[src/logic/nic_cmd_pkg.sv]
// Shared constants, field layout and state types of the command register block
package nic_cmd_pkg;

  // ****************************************************************
  // Register indices on the four-bit register port
  // ****************************************************************
  localparam logic [3:0] CMD_INDEX = 4'h0;   // Command register, every page
  localparam logic [3:0] ISR_INDEX = 4'h7;   // Interrupt cause register, page 0

  // ****************************************************************
  // Register pages
  // ****************************************************************
  localparam logic [1:0] PAGE0     = 2'h0;
  localparam logic [1:0] PAGE1     = 2'h1;
  localparam logic [1:0] PAGE2     = 2'h2;
  localparam logic [1:0] PAGE_RSVD = 2'h3;

  // ****************************************************************
  // Field positions
  // ****************************************************************
  localparam int OFFLINE_POS = 0;
  localparam int GO_POS      = 1;
  localparam int SEND_POS    = 2;
  localparam int RCMD_LSB    = 3;
  localparam int RCMD_MSB    = 5;
  localparam int BANK_LSB    = 6;
  localparam int ISR_RST_POS = 7;

  // ****************************************************************
  // Remote command codes
  // ****************************************************************
  localparam logic [2:0] RCMD_NONE  = 3'h0;  // Not allowed, ignored
  localparam logic [2:0] RCMD_READ  = 3'h1;
  localparam logic [2:0] RCMD_WRITE = 3'h2;
  localparam logic [2:0] RCMD_SEND  = 3'h3;
  localparam logic [2:0] RCMD_ABORT = 3'h4;  // Top bit set: abort or complete

  // ****************************************************************
  // Reset values
  // ****************************************************************
  localparam logic [7:0] CMD_RESET     = 8'h21;  // Offline, not running, DMA idle
  localparam logic       ISR_RST_RESET = 1'b1;   // Device starts in reset state

  // Command byte layout, bit 7 down to bit 0
  typedef struct packed {
    logic [1:0] bankSelect;  // Register page
    logic [2:0] remoteCmd;   // Remote command field
    logic       sendFrame;   // Send-frame bit
    logic       goBit;       // Go bit
    logic       offlineBit;  // Offline bit
  } cmd_s;

  // Controller run state
  typedef enum logic [1:0] {CTL_OFFLINE, CTL_RUNNING, CTL_STOPPING} ctl_e;

  // Remote DMA channel mode
  typedef enum logic [1:0] {DMA_IDLE, DMA_READ, DMA_WRITE, DMA_SEND} dma_e;

endpackage

[src/logic/sticky_flag.sv]
// Status flag that hardware sets and another party clears, set winning
`timescale 1ns/1ns
`default_nettype none
module sticky_flag #(
  parameter logic RESET_VALUE = 1'b0
) (
  // Clock and reset
  input  wire logic clk,
  input  wire logic rst_n,
  // Control
  input  wire logic setFlag,
  input  wire logic clearFlag,
  // State
  output var  logic flag
);

  // ****************************************************************
  // Flag storage
  // ****************************************************************

  // Set has priority so an event in the clearing cycle is kept
  always_ff @(posedge clk or negedge rst_n) begin
    if (!rst_n) begin
      flag <= RESET_VALUE;
    end else if (setFlag) begin
      flag <= 1'b1;
    end else if (clearFlag) begin
      flag <= 1'b0;
    end
  end

endmodule
`default_nettype wire

[src/logic/nic_command_register.sv]
// Command register of the network controller: run control, send, remote DMA, page
//
// Functional notes
// - Offline bit stops reception and transmission
// - Frame in progress finishes before reset
// - Clear offline and set go to resume
// - Reset taking effect shown by status flag
// - Power-up: offline reads one, go zero
// - Stop while running keeps both bits set
// - Go activates after power-up or reset
// - Send bit starts frame, cleared on end
// - Writing zero to send bit does nothing
// - Reissued command without reload completes
// - Page, abort, offline bits always accepted
// - Top remote bit aborts any DMA
// - Abort leaves remote address where stopped
// - Port request held until acknowledge
// - Page bits select page 0, 1, 2
// - Eight-bit registers, sixteen per page
// - Reset flag sets on stop, clears on go
`timescale 1ns/1ns
`default_nettype none
module nic_command_register (
  // Clock and reset
  input  wire logic              clk,
  input  wire logic              reset_n,
  // Register port
  input  wire logic [3:0]        regIndex,
  input  wire logic              regRead,
  input  wire logic              regWrite,
  input  wire logic [7:0]        writeData,
  output var  logic [7:0]        readData,
  // Controller activity
  input  wire logic              rxBusy,
  input  wire logic              txBusy,
  input  wire logic              fatalError,
  output var  logic              netEnable,
  output var  logic              resetStatus,
  // Transmit engine
  input  wire logic              txDone,
  input  wire logic              txAborted,
  output var  logic              txStart,
  // Remote DMA channel
  input  wire logic              remoteCountLoaded,
  input  wire logic              remoteCountZero,
  input  wire logic              dmaWordReady,
  input  wire logic              readAcknowledge,
  input  wire logic              writeAcknowledge,
  output var  nic_cmd_pkg::dma_e dmaMode,
  output var  logic              dmaStart,
  output var  logic              dmaAbort,
  output var  logic              dmaComplete,
  output var  logic              portRequest,
  // Page selection
  output var  logic [1:0]        bankSelect
);

  // ****************************************************************
  // Reset release
  // ****************************************************************
  logic [1:0] rstPipe_r;  // Two-stage release of the reset
  logic       rstSync_n;  // Synchronised reset used everywhere else

  // Constant input, async assert, clocked release
  always_ff @(posedge clk or negedge reset_n) begin
    if (!reset_n) begin
      rstPipe_r <= 2'h0;
    end else begin
      rstPipe_r <= {rstPipe_r[0], 1'b1};
    end
  end
  assign rstSync_n = rstPipe_r[1];

  // ****************************************************************
  // Decode
  // ****************************************************************
  nic_cmd_pkg::cmd_s wcmd;         // Written byte seen as fields
  logic              cmdWrite;     // Write to the command register
  logic              isrSelect;    // Interrupt cause register addressed
  logic              stopReq;      // Offline request or error
  logic              startReq;     // Go with offline cleared
  logic              enterOffline; // Reset state taking effect
  logic              sendSet;      // New frame accepted
  logic              sendClr;      // Frame finished or aborted
  logic              abortReq;     // Top remote bit written
  logic              newCmd;       // Valid remote command written
  logic              quickDone;    // Reissue without reloaded count
  logic              dmaDone;      // Remote count reached zero
  nic_cmd_pkg::dma_e cmdMode;      // Mode of the written code
  logic [2:0]        remoteCmd_r;  // Remote command field
  logic              countLoaded_r; // Remote count rewritten since last command

  assign wcmd      = nic_cmd_pkg::cmd_s'(writeData);
  assign cmdWrite  = regWrite && (regIndex == nic_cmd_pkg::CMD_INDEX);
  assign isrSelect = (regIndex == nic_cmd_pkg::ISR_INDEX) &&
                     (bankSelect == nic_cmd_pkg::PAGE0);
  assign stopReq   = (cmdWrite && wcmd.offlineBit) || fatalError;
  assign startReq  = cmdWrite && wcmd.goBit && !wcmd.offlineBit;
  assign sendClr   = txDone || txAborted;
  assign abortReq  = cmdWrite && wcmd.remoteCmd[2];
  assign newCmd    = cmdWrite && !wcmd.remoteCmd[2] &&
                     (wcmd.remoteCmd != nic_cmd_pkg::RCMD_NONE);
  assign quickDone = newCmd && (dmaMode != nic_cmd_pkg::DMA_IDLE) &&
                     (wcmd.remoteCmd == remoteCmd_r) && !countLoaded_r;
  assign dmaDone   = (dmaMode != nic_cmd_pkg::DMA_IDLE) && remoteCountZero;

  // Remote code to channel mode
  assign cmdMode = (wcmd.remoteCmd == nic_cmd_pkg::RCMD_READ)  ? nic_cmd_pkg::DMA_READ  :
                   (wcmd.remoteCmd == nic_cmd_pkg::RCMD_WRITE) ? nic_cmd_pkg::DMA_WRITE :
                   (wcmd.remoteCmd == nic_cmd_pkg::RCMD_SEND)  ? nic_cmd_pkg::DMA_SEND  :
                   nic_cmd_pkg::DMA_IDLE;

  // ****************************************************************
  // Controller run state
  // ****************************************************************
  nic_cmd_pkg::ctl_e ctl_r;    // Current run state
  nic_cmd_pkg::ctl_e ctl_nxt;  // Next run state

  // Stop beats start; stopping waits for traffic to drain
  always_comb begin
    ctl_nxt = ctl_r;
    case (ctl_r)
      nic_cmd_pkg::CTL_OFFLINE: begin
        if (startReq && !fatalError) begin
          ctl_nxt = nic_cmd_pkg::CTL_RUNNING;
        end
      end
      nic_cmd_pkg::CTL_RUNNING: begin
        if (stopReq) begin
          ctl_nxt = nic_cmd_pkg::CTL_STOPPING;
        end
      end
      default: begin
        if (startReq && !fatalError) begin
          ctl_nxt = nic_cmd_pkg::CTL_RUNNING;
        end else if (!rxBusy && !txBusy) begin
          ctl_nxt = nic_cmd_pkg::CTL_OFFLINE;
        end
      end
    endcase
  end
  assign enterOffline = (ctl_r == nic_cmd_pkg::CTL_STOPPING) &&
                        (ctl_nxt == nic_cmd_pkg::CTL_OFFLINE);

  // Run state and network enable
  always_ff @(posedge clk or negedge rstSync_n) begin
    if (!rstSync_n) begin
      ctl_r     <= nic_cmd_pkg::CTL_OFFLINE;
      netEnable <= 1'b0;
    end else begin
      ctl_r     <= ctl_nxt;
      netEnable <= (ctl_nxt == nic_cmd_pkg::CTL_RUNNING);
    end
  end

  // ****************************************************************
  // Command fields
  // ****************************************************************
  logic       offline_r;      // Offline bit
  logic       go_r;           // Go bit
  logic       send_r;         // Send-frame bit
  logic       go_nxt;         // Next go bit

  // Go holds through an offline write unless already offline, where it clears; else follows the write
  assign go_nxt  = wcmd.offlineBit ? (go_r && (ctl_r != nic_cmd_pkg::CTL_OFFLINE))
                                   : wcmd.goBit;
  assign sendSet = cmdWrite && wcmd.sendFrame && !send_r && !stopReq &&
                   ((ctl_r == nic_cmd_pkg::CTL_RUNNING) || startReq);

  // Run bits
  always_ff @(posedge clk or negedge rstSync_n) begin
    if (!rstSync_n) begin
      offline_r <= nic_cmd_pkg::CMD_RESET[nic_cmd_pkg::OFFLINE_POS];
      go_r      <= nic_cmd_pkg::CMD_RESET[nic_cmd_pkg::GO_POS];
    end else if (cmdWrite) begin
      offline_r <= wcmd.offlineBit;
      go_r      <= go_nxt;
    end else if (fatalError) begin
      offline_r <= 1'b1;
    end
  end

  // Page bits are taken on every command write
  always_ff @(posedge clk or negedge rstSync_n) begin
    if (!rstSync_n) begin
      bankSelect <= nic_cmd_pkg::CMD_RESET[7:nic_cmd_pkg::BANK_LSB];
    end else if (cmdWrite) begin
      bankSelect <= wcmd.bankSelect;
    end
  end

  // Send bit: zero written has no effect, cleared by the engine
  always_ff @(posedge clk or negedge rstSync_n) begin
    if (!rstSync_n) begin
      send_r  <= nic_cmd_pkg::CMD_RESET[nic_cmd_pkg::SEND_POS];
      txStart <= 1'b0;
    end else begin
      send_r  <= sendSet ? 1'b1 : (sendClr ? 1'b0 : send_r);
      txStart <= sendSet;
    end
  end

  // ****************************************************************
  // Remote DMA channel
  // ****************************************************************

  // Channel mode: abort first, then reissue, new command, completion
  always_ff @(posedge clk or negedge rstSync_n) begin
    if (!rstSync_n) begin
      dmaMode     <= nic_cmd_pkg::DMA_IDLE;
      remoteCmd_r <= nic_cmd_pkg::CMD_RESET[nic_cmd_pkg::RCMD_MSB:nic_cmd_pkg::RCMD_LSB];
    end else if (abortReq) begin
      dmaMode     <= nic_cmd_pkg::DMA_IDLE;
      remoteCmd_r <= wcmd.remoteCmd;
    end else if (quickDone || (dmaDone && !newCmd)) begin
      dmaMode     <= nic_cmd_pkg::DMA_IDLE;
      remoteCmd_r <= nic_cmd_pkg::RCMD_ABORT;
    end else if (newCmd) begin
      dmaMode     <= cmdMode;
      remoteCmd_r <= wcmd.remoteCmd;
    end
  end

  // Event pulses; an abort only stops the channel, the datapath keeps its address
  always_ff @(posedge clk or negedge rstSync_n) begin
    if (!rstSync_n) begin
      dmaStart    <= 1'b0;
      dmaAbort    <= 1'b0;
      dmaComplete <= 1'b0;
    end else begin
      dmaStart    <= newCmd && !abortReq && !quickDone;
      dmaAbort    <= abortReq && (dmaMode != nic_cmd_pkg::DMA_IDLE);
      dmaComplete <= !abortReq && (quickDone || (dmaDone && !newCmd));
    end
  end

  // Count reload tracker
  sticky_flag #(
    .RESET_VALUE (1'b0)
  ) u_countLoaded (
    .clk       (clk),
    .rst_n     (rstSync_n),
    .setFlag   (remoteCountLoaded),
    .clearFlag (newCmd),
    .flag      (countLoaded_r)
  );

  // Port request survives an abort until acknowledged
  sticky_flag #(
    .RESET_VALUE (1'b0)
  ) u_portRequest (
    .clk       (clk),
    .rst_n     (rstSync_n),
    .setFlag   (dmaWordReady && (dmaMode != nic_cmd_pkg::DMA_IDLE)),
    .clearFlag (readAcknowledge || writeAcknowledge),
    .flag      (portRequest)
  );

  // Reset status flag
  sticky_flag #(
    .RESET_VALUE (nic_cmd_pkg::ISR_RST_RESET)
  ) u_resetStatus (
    .clk       (clk),
    .rst_n     (rstSync_n),
    .setFlag   (enterOffline),
    .clearFlag (startReq),
    .flag      (resetStatus)
  );

  // ****************************************************************
  // Read path
  // ****************************************************************
  logic [7:0] readMux;  // Selected read value

  assign readMux = (regIndex == nic_cmd_pkg::CMD_INDEX) ?
                     {bankSelect, remoteCmd_r, send_r, go_r, offline_r} :
                   isrSelect ? {resetStatus, 7'h00} : 8'h00;

  // Read data is registered and held between reads
  always_ff @(posedge clk or negedge rstSync_n) begin
    if (!rstSync_n) begin
      readData <= 8'h00;
    end else if (regRead) begin
      readData <= readMux;
    end
  end

  // ****************************************************************
  // Checks
  // ****************************************************************
  property p_offlineQuiet;
    @(posedge clk) disable iff (!rstSync_n)
    (ctl_r != nic_cmd_pkg::CTL_RUNNING) |-> !netEnable;
  endproperty
  a_offlineQuiet: assert property (p_offlineQuiet) else $error("net enabled off line");

  property p_drainFirst;
    @(posedge clk) disable iff (!rstSync_n)
    (ctl_r == nic_cmd_pkg::CTL_STOPPING) && (rxBusy || txBusy) && !startReq
      |=> (ctl_r == nic_cmd_pkg::CTL_STOPPING) && !resetStatus;
  endproperty
  a_drainFirst: assert property (p_drainFirst) else $error("reset before drain");

  property p_resume;
    @(posedge clk) disable iff (!rstSync_n)
    startReq && !fatalError |=> netEnable && go_r && !offline_r && !resetStatus;
  endproperty
  a_resume: assert property (p_resume) else $error("go did not resume");

  property p_resetFlag;
    @(posedge clk) disable iff (!rstSync_n)
    enterOffline |=> resetStatus && (ctl_r == nic_cmd_pkg::CTL_OFFLINE);
  endproperty
  a_resetFlag: assert property (p_resetFlag) else $error("reset flag missing");

  property p_powerUp;
    @(posedge clk) disable iff (!reset_n)
    $rose(rstSync_n) |-> offline_r && !go_r && resetStatus;
  endproperty
  a_powerUp: assert property (p_powerUp) else $error("bad power-up bits");

  property p_stopKeepsGo;
    @(posedge clk) disable iff (!rstSync_n)
    cmdWrite && wcmd.offlineBit && (ctl_r == nic_cmd_pkg::CTL_RUNNING)
      |=> offline_r && go_r;
  endproperty
  a_stopKeepsGo: assert property (p_stopKeepsGo) else $error("stop lost go bit");

  property p_sendStart;
    @(posedge clk) disable iff (!rstSync_n)
    sendSet |=> txStart && send_r ##1 !txStart;
  endproperty
  a_sendStart: assert property (p_sendStart) else $error("send not started");

  property p_sendHold;
    @(posedge clk) disable iff (!rstSync_n)
    send_r && !sendClr |=> send_r;
  endproperty
  a_sendHold: assert property (p_sendHold) else $error("send bit dropped");

  property p_quickDone;
    @(posedge clk) disable iff (!rstSync_n)
    quickDone && !abortReq |=> dmaComplete && (dmaMode == nic_cmd_pkg::DMA_IDLE);
  endproperty
  a_quickDone: assert property (p_quickDone) else $error("reissue did not finish");

  property p_abort;
    @(posedge clk) disable iff (!rstSync_n)
    abortReq |=> (dmaMode == nic_cmd_pkg::DMA_IDLE) && !dmaStart;
  endproperty
  a_abort: assert property (p_abort) else $error("abort ignored");

  property p_portHold;
    @(posedge clk) disable iff (!rstSync_n)
    portRequest && !readAcknowledge && !writeAcknowledge |=> portRequest;
  endproperty
  a_portHold: assert property (p_portHold) else $error("port request dropped");

  property p_page;
    @(posedge clk) disable iff (!rstSync_n)
    cmdWrite |=> bankSelect == $past(writeData[7:6]);
  endproperty
  a_page: assert property (p_page) else $error("page not taken");

endmodule
`default_nettype wire

[config.mk]
export PLATFORM = sky130hd
export DESIGN_NAME = nic_command_register
export DESIGN_NICKNAME = d
export VERILOG_FILES = /design/src/logic/nic_cmd_pkg.sv /design/src/logic/sticky_flag.sv /design/src/logic/nic_command_register.sv
export SDC_FILE = /design/constraint.sdc
export NUM_CORES = 1
export LEC_CHECK = 0
export BUFFER_PORTS_ARGS = -buffer_cell sky130_fd_sc_hd__clkbuf_2
export CAP_MARGIN = 0
export CORE_MARGIN = 3
export CORE_UTILIZATION = 52
export DETAILED_ROUTE_END_ITERATION = 16
export GPL_TIMING_DRIVEN = 1
export PLACE_DENSITY = 0.89
export SLEW_MARGIN = 15
export SYNTH_ARGS = -nofsm -noshare
export SYNTH_HDL_FRONTEND = slang
export SYNTH_SLANG_ARGS = --single-unit
[constraint.sdc]
create_clock -name clk -period 1.9 [get_ports clk]
set_clock_uncertainty 0.2 [all_clocks]
set_input_delay 0.095 -clock clk [delete_from_list [all_inputs] [get_ports clk]]
set_output_delay 0.095 -clock clk [all_outputs]
set_load 0.05 [all_outputs]
==> impl_metrics.tcl, run 1 <==
set metrics [dict create \
    syn_inst 112 \
    cts_setup_buffers 0 \
    cp.required_ps 1900 \
    rsz0062_at_grt "false" \
    drive_gt1_share_pct 34.7 \
    synthXorXnorAreaFrac_pct 2.01 \
    path_cells "dlygate4sd3_1 > clkbuf_2 > xor2_1 > nor4_4 > nand2b_1 > a32o_1" \
    synth.area.mux_share_pct 0 \
    ys.warnings.count 0 \
    synth_largest_area_cell "dfrtp_1" \
    pwr-share-seq_pct 49.7 \
    synth_compound_area_share_pct 18.6 \
    grt_pass1_vias 1293 \
    portBuffers 44 \
    async_reset_ff_share_pct 100 \
    path_class "input port to register" \
    irDropWorstVdd_uv 659 \
    final_max_slew_viol_count 0 \
    ys_ff_latch 30 \
    status "finished clean" \
    ios 45 \
    synth_fa_ha_area_share_pct 0 \
    p_leak_uw 0.000980 \
    final_cell_mix "clkbuf_2, dfrtp_1, dlygate4sd3_1" \
    p_sw_uw 498 \
    synth_nets 138 \
    power_frac_comb_pct 24.5 \
    vias 1274 \
    cts.sink_count 30 \
    area_growth_pct 45.4 \
    worstPathArrival_ps 1860 \
    gr-total-overflow 0 \
    synth_cell_type_count 34 \
    crit_fanout 5 \
    dieArea_um2 3160 \
    hold_class "input port to register" \
    coreArea_um2 2300 \
    drt_wl_total_um 3970 \
    endpoint_kind "register" \
    grt_usage_pct 25.9 \
    fmax_mhz 539 \
    clock_latency_ps 320 \
    fin_hold_ws_ps 16.3 \
    clockPowerShare_pct 25.9 \
    maxCapViolCount 0 \
    fin_tns_setup_ps 0 \
    synth.cell_area_um2 1310 \
    gp_congestion 0.867 \
    p_sw_share_pct 32.9 \
    drt_iter0_markers 43 \
    die-width_um 56.2 \
    ant_nets 0 \
    synth_simple_gate_area_share_pct 19.4 \
    critPathMaxStageDelay_ps 540 \
    finalCritPeriodShare_pct 97.6 \
    initial_core_util_pct 57.0 \
    h-tree-depth 2 \
    cts_root_buffer "clkbuf_4" \
    via_per_inst 5.82 \
    antenna_found_initial 1 \
    max-clock-path-buffers 2 \
    synth_edf_count 0 \
    place_hpwl_um 2260 \
    startpoint_type "input port" \
    die_height_um 56.2 \
    cts_buffers 5 \
    finalHoldViolCount 0 \
    synthTopCellsByArea "dfrtp_1, dfstp_2, a22o_1, nor4_4, nand2_1" \
    grt_max_degree 25 \
    intPower_uw 1010 \
    cts_tree "done" \
    power.density_nw_per_um2 795 \
    setup_viol 0 \
    synth-seq-area-share_pct 57.6 \
    yosys.area.top_type_share_pct 51.6 \
    nets 215 \
    placementRows 17 \
    postSynthAreaPerCell_um2 11.7 \
    drc_errors 0 \
    layout_commonest_cell "clkbuf_2" \
    critPathSlowestCell "dlygate4sd3_1" \
    synth_top_family_by_area "simple AND/OR/NAND/NOR gates" \
    wire_per_inst_um 18.1 \
    fin_crit_ps 1850 \
    dr.pass1.iters 4 \
    synth_top_flop_cell "dfrtp_1" \
    grt_pass1_wl_um 6240 \
    clkTransAtPathRegs_ps 90 \
]
Yosys cell counts, drive strengths merged (2+ instances only):
library cell  number
a21o               2
a21oi              3
a22o               9
a32o               3
and2               3
dfrtp             27
dfstp              3
inv                3
nand2             14
nor2               8
nor2b              2
nor3               5
nor4               3
o21a               2
o21ai              5
o21bai             2
xor2               3
per-stage QoR:
stage	setup WS (ps)	cell area, um^2	cells	power, uW	utilization (%)
after floorplan	132	1310	112	957	-
after global placement	220	1560	183	1050	67.9
after global routing	8.10	1900	219	1570	82.8
after detailed placement	119	1560	183	1060	67.9
final	45.2	1900	219	1510	82.8
after CTS	37.0	1860	215	1490	81.0
state kept, by name (all words and copies together), names as in the netlist:
register and cells:
dmaComplete 1, dmaStart 1, u_resetStatus.flag 1, u_countLoaded.flag 1, readData 8, dmaMode 2, dmaAbort 1, netEnable 1
u_portRequest.flag 1, rstPipe_r 2, go_r 1, bankSelect 2, txStart 1, send_r 1, remoteCmd_r 3, ctl_r 2
offline_r 1
final timing paths:
| path | slack (ps) | depth (start not counted) | to | startpoint |
|---|---|---|---|---|
| max | 50 | 6 | remoteCmd_r[1] | writeData[4] |
| min | 20 | 4 | dmaStart | regIndex[3] |
| max reg2reg | 130 | 4 | remoteCmd_r[1] | u_countLoaded.flag |
| min reg2reg | 40 | 0 | u_resetStatus.flag | rstPipe_r[1] |
| max in group asynchronous | 850 | 1 | ctl_r[1] | rstPipe_r[1] |
| min in group asynchronous | 40 | 0 | u_resetStatus.flag | rstPipe_r[1] |
kinds of logic (layout without fill, tap and decap cells):
| logic type | count (synthesis) | count (layout) |
|---|---|---|
| DFF | 30 | 30 |
| xor gates and xnor gates | 3 | 3 |
| buffers and inverters | 6 | 84 |
| AOI/OAI and AO/OA | 32 | 32 |
| other | 1 | 2 |
| and+or+nand+nor | 40 | 40 |
worst max-delay path, delay by kind of cell:
kind	cells	cell delay, ps
buffers and inverters	2	700
xor gates and xnor gates	1	200
and+or+nand+nor	2	560
AOI/OAI and AO/OA	1	290
cell type report:
| class | instances | area, um^2 |
|---|---|---|
| tap | 28 | 35.0 |
| fill | 122 | 394 |
| inverter | 4 | 15.0 |
| multi-input combinational | 76 | 536 |
| antenna | 1 | 2.50 |
| clock inverter | 1 | 5.00 |
| sequential | 30 | 754 |
| clock buffer | 7 | 55.1 |
| timing repair buffer | 72 | 500 |
routing by layer:
metal	share of wire (%)	global-route usage [%]
met3	6.7	8.82
met2	53	46.1
met5	0	0
met1	37	27.6
met4	3.5	10.8
what timing repair did:
| action | in CTS | in global routing |
|---|---|---|
| endpoints found under the setup margin | 0 | 4 |
| resized for setup | 0 | 3 |
| hold buffers | 24 | 3 |
| hold endpoints to repair | 24 | 1 |
power by group through the flow:
| stage | sequential, uW | clock [uW] | combinational (uW) |
|---|---|---|---|
| final | 751 | 391 | 370 |
| after global routing | 758 | 423 | 388 |
| after CTS | 746 | 389 | 350 |
| after detailed placement | 760 | 0 | 300 |
| after global placement | 754 | 0 | 291 |
| after floorplan | 863 | 0 | 94.5 |
Note: power is estimated with default switching activity, not from simulation.
==> run 2, diff against run 1 <==
--- a/config.mk
+++ b/config.mk
@@ -11,7 +11,7 @@
 export CORE_UTILIZATION = 52
 export DETAILED_ROUTE_END_ITERATION = 16
 export GPL_TIMING_DRIVEN = 1
-export PLACE_DENSITY = 0.89
+export PLACE_DENSITY = 0.82
 export SLEW_MARGIN = 15
 export SYNTH_ARGS = -nofsm -noshare
 export SYNTH_HDL_FRONTEND = slang
==> impl_metrics.tcl, run 2 (same netlist as run 1, synthesis figures left out) <==
set metrics [dict create \
    status "finished clean" \
    area_growth_pct 46.8 \
    fin_tns_setup_ps 0 \
    antenna_cells 0 \
    dr.pass1.iters 4 \
    die_height_um 56.2 \
    finalCritPeriodShare_pct 97.3 \
    dieArea_um2 3160 \
    placementRows 17 \
    cts.sink_count 30 \
    power.density_nw_per_um2 821 \
    nets 215 \
    p_sw_share_pct 31.4 \
    drt_iter0_markers 41 \
    path_delay_family "buffers and inverters" \
    p_leak_uw 0.000990 \
    reg_top3 "readData x8, remoteCmd_r x3" \
    worstPathArrival_ps 1860 \
    path_class "input port to register" \
    h-tree-depth 2 \
    power_frac_comb_pct 23.0 \
    largest-register "readData" \
    path_cells "dlygate4sd3_1 > clkbuf_2 > xor2_1 > nor4_4 > nand2b_1 > a32o_1" \
    intPower_uw 1080 \
    final_max_slew_viol_count 0 \
    clock_latency_ps 320 \
    grt_usage_pct 25.3 \
    hold_class "input port to register" \
    r2r_cells 4 \
    layout_commonest_cell "clkbuf_2" \
    clkTransAtPathRegs_ps 90 \
    place_hpwl_um 2310 \
    cp_num_cells 6 \
    finalHoldViolCount 0 \
    coreArea_um2 2300 \
    drt_wl_total_um 3820 \
    total_power_uw 1580 \
    endpoint_kind "register" \
    die-width_um 56.2 \
    cp.required_ps 1910 \
    largest_register_ffs 8 \
    final_cell_mix "clkbuf_2, dfrtp_1, dlygate4sd3_1" \
    crit_fanout 5 \
    cts_root_buffer "clkbuf_4" \
    hold_depth 4 \
    critPathSlowestCell "dlygate4sd3_1" \
    fillCellCount 128 \
    p_sw_uw 496 \
    vias 1233 \
    antenna_found_initial 0 \
    gr-total-overflow 0 \
    portBuffers 44 \
    irDropWorstVdd_uv 715 \
    clockPowerShare_pct 29.4 \
    crit_buf_inv 2 \
    grt_pass1_wl_um 6110 \
    grt_max_degree 25 \
    maxCapViolCount 0 \
    setup_viol 0 \
    via_per_inst 5.66 \
    startpoint_type "input port" \
    fmax_mhz 541 \
    grt_pass1_vias 1325 \
    gp_congestion 0.840 \
    initial_core_util_pct 57.0 \
    pwr-share-seq_pct 47.6 \
    ios 45 \
    max-clock-path-buffers 2 \
    ant_nets 0 \
    critPathMaxStageDelay_ps 560 \
    fin_crit_ps 1850 \
    drive_gt1_share_pct 35.8 \
    cts_buffers 5 \
    cts_tree "done" \
    wire_per_inst_um 17.5 \
    drc_errors 0 \
]
## run 2: power by group through the flow
| stage | clock (uW) | combinational [uW] | sequential [uW] |
|---|---|---|---|
| final | 464 | 363 | 752 |
| after global routing | 501 | 384 | 757 |
| after CTS | 475 | 352 | 748 |
| after detailed placement | 0 | 305 | 761 |
| after global placement | 0 | 292 | 755 |
| after floorplan | 0 | 94.5 | 863 |
## run 2: timing repair
item	CTS	global route
buffers inserted	0	0
endpoints found under the hold margin	30	1
hold buffers	26	2
endpoints found under the setup margin	0	4
gates resized for setup	0	3
## run 2: worst paths after layout
kind / start / endpoint / slack (ps)
max: writeData[4] / remoteCmd_r[0] / 50
min: rxBusy / ctl_r[0] / 10
max reg2reg: dmaMode[0] / remoteCmd_r[0] / 120
min reg2reg: rstPipe_r[1] / u_resetStatus.flag / 40
max in group asynchronous: rstPipe_r[1] / ctl_r[0] / 850
min in group asynchronous: rstPipe_r[1] / u_resetStatus.flag / 40
## run 2: cell type report
cell class / instances / area (um^2) / area share, %
inverters: 4 / 15.0 / 0.781
multi-input cells: 76 / 541 / 28.1
repair buffers: 72 / 498 / 25.9
flip-flops and latches: 30 / 754 / 39.3
clock buffers: 8 / 78.8 / 4.10
well taps: 28 / 35.0 / 1.82
## run 2: layer usage
layer / global-route usage [%] / vias to the layer above / part of all wire [%]
met3: 5.80 / 18 / 5.3
met2: 45.1 / 60 / 53
li1: - / 556 / -
met4: 15.3 / 0 / 4.5
met5: 0 / - / 0
met1: 26.7 / 599 / 37
## run 2: per-stage QoR
stage               worst slack [ps]  cell area (um^2)  utilization, %  hold WS (ps)  std cells
CTS                             52.5              1900            82.7          -194        217
floorplan                        132              1310               -          -401        112
detailed placement               125              1560            67.9          -314        183
global route                   -24.7              1920            83.7          52.7        218
finish                          50.4              1920            83.7          13.0        218
global placement                 216              1560            67.9          -319        183
## run 2: worst register-to-register path, delay by kind of cell, from the launching register on
kind               cells  cell delay [ps]
and+or+nand+nor        2              560
DFF                    1              460
AOI/OAI and AO/OA      2              450
==> run 3, diff against run 2 <==
--- a/config.mk
+++ b/config.mk
@@ -5,13 +5,14 @@
 export SDC_FILE = /design/constraint.sdc
 export NUM_CORES = 1
 export LEC_CHECK = 0
+export ABC_AREA = 1
 export BUFFER_PORTS_ARGS = -buffer_cell sky130_fd_sc_hd__clkbuf_2
 export CAP_MARGIN = 0
 export CORE_MARGIN = 3
-export CORE_UTILIZATION = 52
+export CORE_UTILIZATION = 45
 export DETAILED_ROUTE_END_ITERATION = 16
 export GPL_TIMING_DRIVEN = 1
-export PLACE_DENSITY = 0.82
+export PLACE_DENSITY = 0.75
 export SLEW_MARGIN = 15
 export SYNTH_ARGS = -nofsm -noshare
 export SYNTH_HDL_FRONTEND = slang
==> constraint.sdc (replaced) <==
create_clock -name clk -period 1.65 [get_ports clk]
set_clock_uncertainty 0.2 [all_clocks]
set_input_delay 0.0825 -clock clk [delete_from_list [all_inputs] [get_ports clk]]
set_output_delay 0.0825 -clock clk [all_outputs]
set_load 0.05 [all_outputs]
==> impl_metrics.tcl, run 3 <==
set metrics [dict create \
    critPathMaxStageDelay_ps 570 \
    ff_latch_area_um2 754 \
    startpoint_type "input port" \
    status "finished clean" \
    finalCritPeriodShare_pct 99.0 \
    p_sw_share_pct 40.7 \
    portBuffers 44 \
    cts_buffers 5 \
    synth_cell_type_count 24 \
    die-width_um 61.8 \
    clkTransAtPathRegs_ps 80 \
    syn_inst 161 \
    largest_register_ffs 8 \
    synth.area.mux_share_pct 0 \
    grt_pass1_vias 1250 \
    gp_congestion 0.882 \
    crit_start "writeData[3]" \
    vias 1388 \
    max-clock-path-buffers 2 \
    pwr-share-seq_pct 44.1 \
    layout_commonest_cell "nand2_1" \
    cts_root_buffer "clkbuf_4" \
    busiest_layer "met2" \
    initial_core_util_pct 49.2 \
    hold_class "input port to register" \
    placed_area_um2 1690 \
    intPower_uw 1270 \
    final_max_slew_viol_count 0 \
    p_sw_uw 869 \
    use_met1_pct 26.2 \
    ios 45 \
    synth_top_flop_cell "dfrtp_1" \
    fin_area_um2 2050 \
    fmax_mhz 612 \
    nets 270 \
    antenna_found_initial 0 \
    synth_simple_gate_area_share_pct 25.9 \
    crit_fanout 6 \
    use_met3_pct 5.58 \
    synth_edf_count 0 \
    fillCellCount 224 \
    setup_viol 0 \
    grt_usage_pct 20.7 \
    ys.warnings.count 0 \
    grt_max_degree 24 \
    wire_per_inst_um 13.2 \
    dp_cells 237 \
    grt_use_met2_pct 33.5 \
    cts.sink_count 30 \
    gr-total-overflow 0 \
    synth_fa_ha_area_share_pct 0 \
    synth_nets 187 \
    drc_errors 0 \
    coreArea_um2 2850 \
    die_height_um 61.8 \
    maxCapViolCount 0 \
    reg_top3 "readData x8, remoteCmd_r x3" \
    p_leak_uw 0.00116 \
    finalHoldViolCount 0 \
    irDropWorstVdd_uv 545 \
    synth_largest_area_cell "dfrtp_1" \
    fin_tns_setup_ps 0 \
    critPathSlowestCell "dlygate4sd3_1" \
    h-tree-depth 2 \
    ys_ff_latch 30 \
    crit-reg2reg-launch "remoteCmd_r[2]" \
    drt_wl_total_um 3650 \
    rsz0062_at_grt "false" \
    path_cells "dlygate4sd3_1 > buf_4 > nand2_1 > a21oi_1 > dlygate4sd3_1 > nand3_1 > nand2_1" \
    post-synth-top-count-cell "nand2_1" \
    dieArea_um2 3820 \
    postSynthAreaPerCell_um2 8.71 \
    fin_crit_ps 1630 \
    clock_latency_ps 320 \
    layoutNonFillerInstCount 276 \
    multi_input_area_um2 552 \
    worstPathArrival_ps 1690 \
    cp.required_ps 1710 \
    synth_top_family_by_area "simple AND/OR/NAND/NOR gates" \
    final_cell_mix "nand2_1, clkbuf_2, dlygate4sd3_1" \
    hp-start "writeData[4]" \
    via_per_inst 5.03 \
    drive_gt1_share_pct 31.4 \
    synthXorXnorAreaFrac_pct 0 \
    antenna_cells 0 \
    yosys.area.top_type_share_pct 48.2 \
    power.density_nw_per_um2 1040 \
    area_growth_pct 46.5 \
    synth.cell_area_um2 1400 \
    largest-register "readData" \
    clockPowerShare_pct 18.9 \
    drt_iter0_markers 65 \
    dr.pass1.iters 4 \
    endpoint_kind "register" \
    ys_top_cells_by_count "nand2_1, inv_1, dfrtp_1" \
    ant_nets 0 \
    async_reset_ff_share_pct 100 \
    place_hpwl_um 2460 \
    grt_pass1_wl_um 5660 \
    placementRows 19 \
    synth_compound_area_share_pct 12.3 \
    synth-seq-area-share_pct 53.8 \
    power_frac_comb_pct 37.0 \
    synthTopCellsByArea "dfrtp_1, nand2_1, inv_1, dfstp_2, o21ai_0" \
    cts_tree "done" \
    path_class "input port to register" \
]
[run 3: worst max-delay path, delay by kind of cell]
kind	cells	cell delay (ps)
buffers and inverters	3	1240
AND/OR/NAND/NOR	3	210
AO/OA/AOI/OAI	1	150
[run 3: power groups by stage]
stage | clock (uW) | sequential, uW | combinational (uW)
after CTS | 411 | 935 | 773
final | 403 | 941 | 790
after global routing | 453 | 954 | 861
after floorplan | 0 | 1190 | 269
after global placement | 0 | 946 | 695
after detailed placement | 0 | 952 | 708
[run 3: metrics by stage]
stage	hold slack (ps)	worst slack, ps	total power, uW	utilization, %
3_3_place_gp	-331	214	1640	59.1
6_report	20.6	16.1	2130	72.0
3_5_place_dp	-328	178	1660	59.1
4_1_cts	3.46	7.52	2120	70.4
2_1_floorplan	-413	69.9	1460	-
5_1_grt	27.8	0.396	2270	72.0
[run 3: final timing paths]
kind	endpoint	slack [ps]	depth (start not counted)
setup / recovery	dmaMode[0]	20	7
hold / removal	dmaMode[1]	20	5
setup reg to reg	dmaMode[1]	160	9
hold reg to reg	bankSelect[0]	70	1
max in group asynchronous	dmaAbort	520	1
min in group asynchronous	bankSelect[0]	70	1
[run 3: timing repair]
action	4_1_cts	5_1_grt
endpoints found under the hold margin	30	1
resized for setup	0	8
hold buffers	27	2
setup endpoints to repair	0	7
buffers inserted	0	3
[run 3: logic make-up (layout without fill, tap and decap cells)]
group                  count (synthesis)  count (layout)
flip-flops                            30              30
AO/OA/AOI/OAI                         27              27
buffers and inverters                 29             113
other                                  1               1
AND/OR/NAND/NOR                       74              74
[run 3: layer usage]
metal | up-vias | wire (um)
met5 | - | 0
met4 | 0 | 68
met3 | 6 | 194
met2 | 44 | 1830
met1 | 660 | 1560
li1 | 678 | -
[run 3: final cells by class]
type	instances	area share [%]
repair buffers	77	26.9
clock buffers	6	2.01
flip-flops and latches	30	36.7
multi-input cells	102	26.9
inverters	28	5.12
clock inverters	2	0.487
well taps	31	1.89
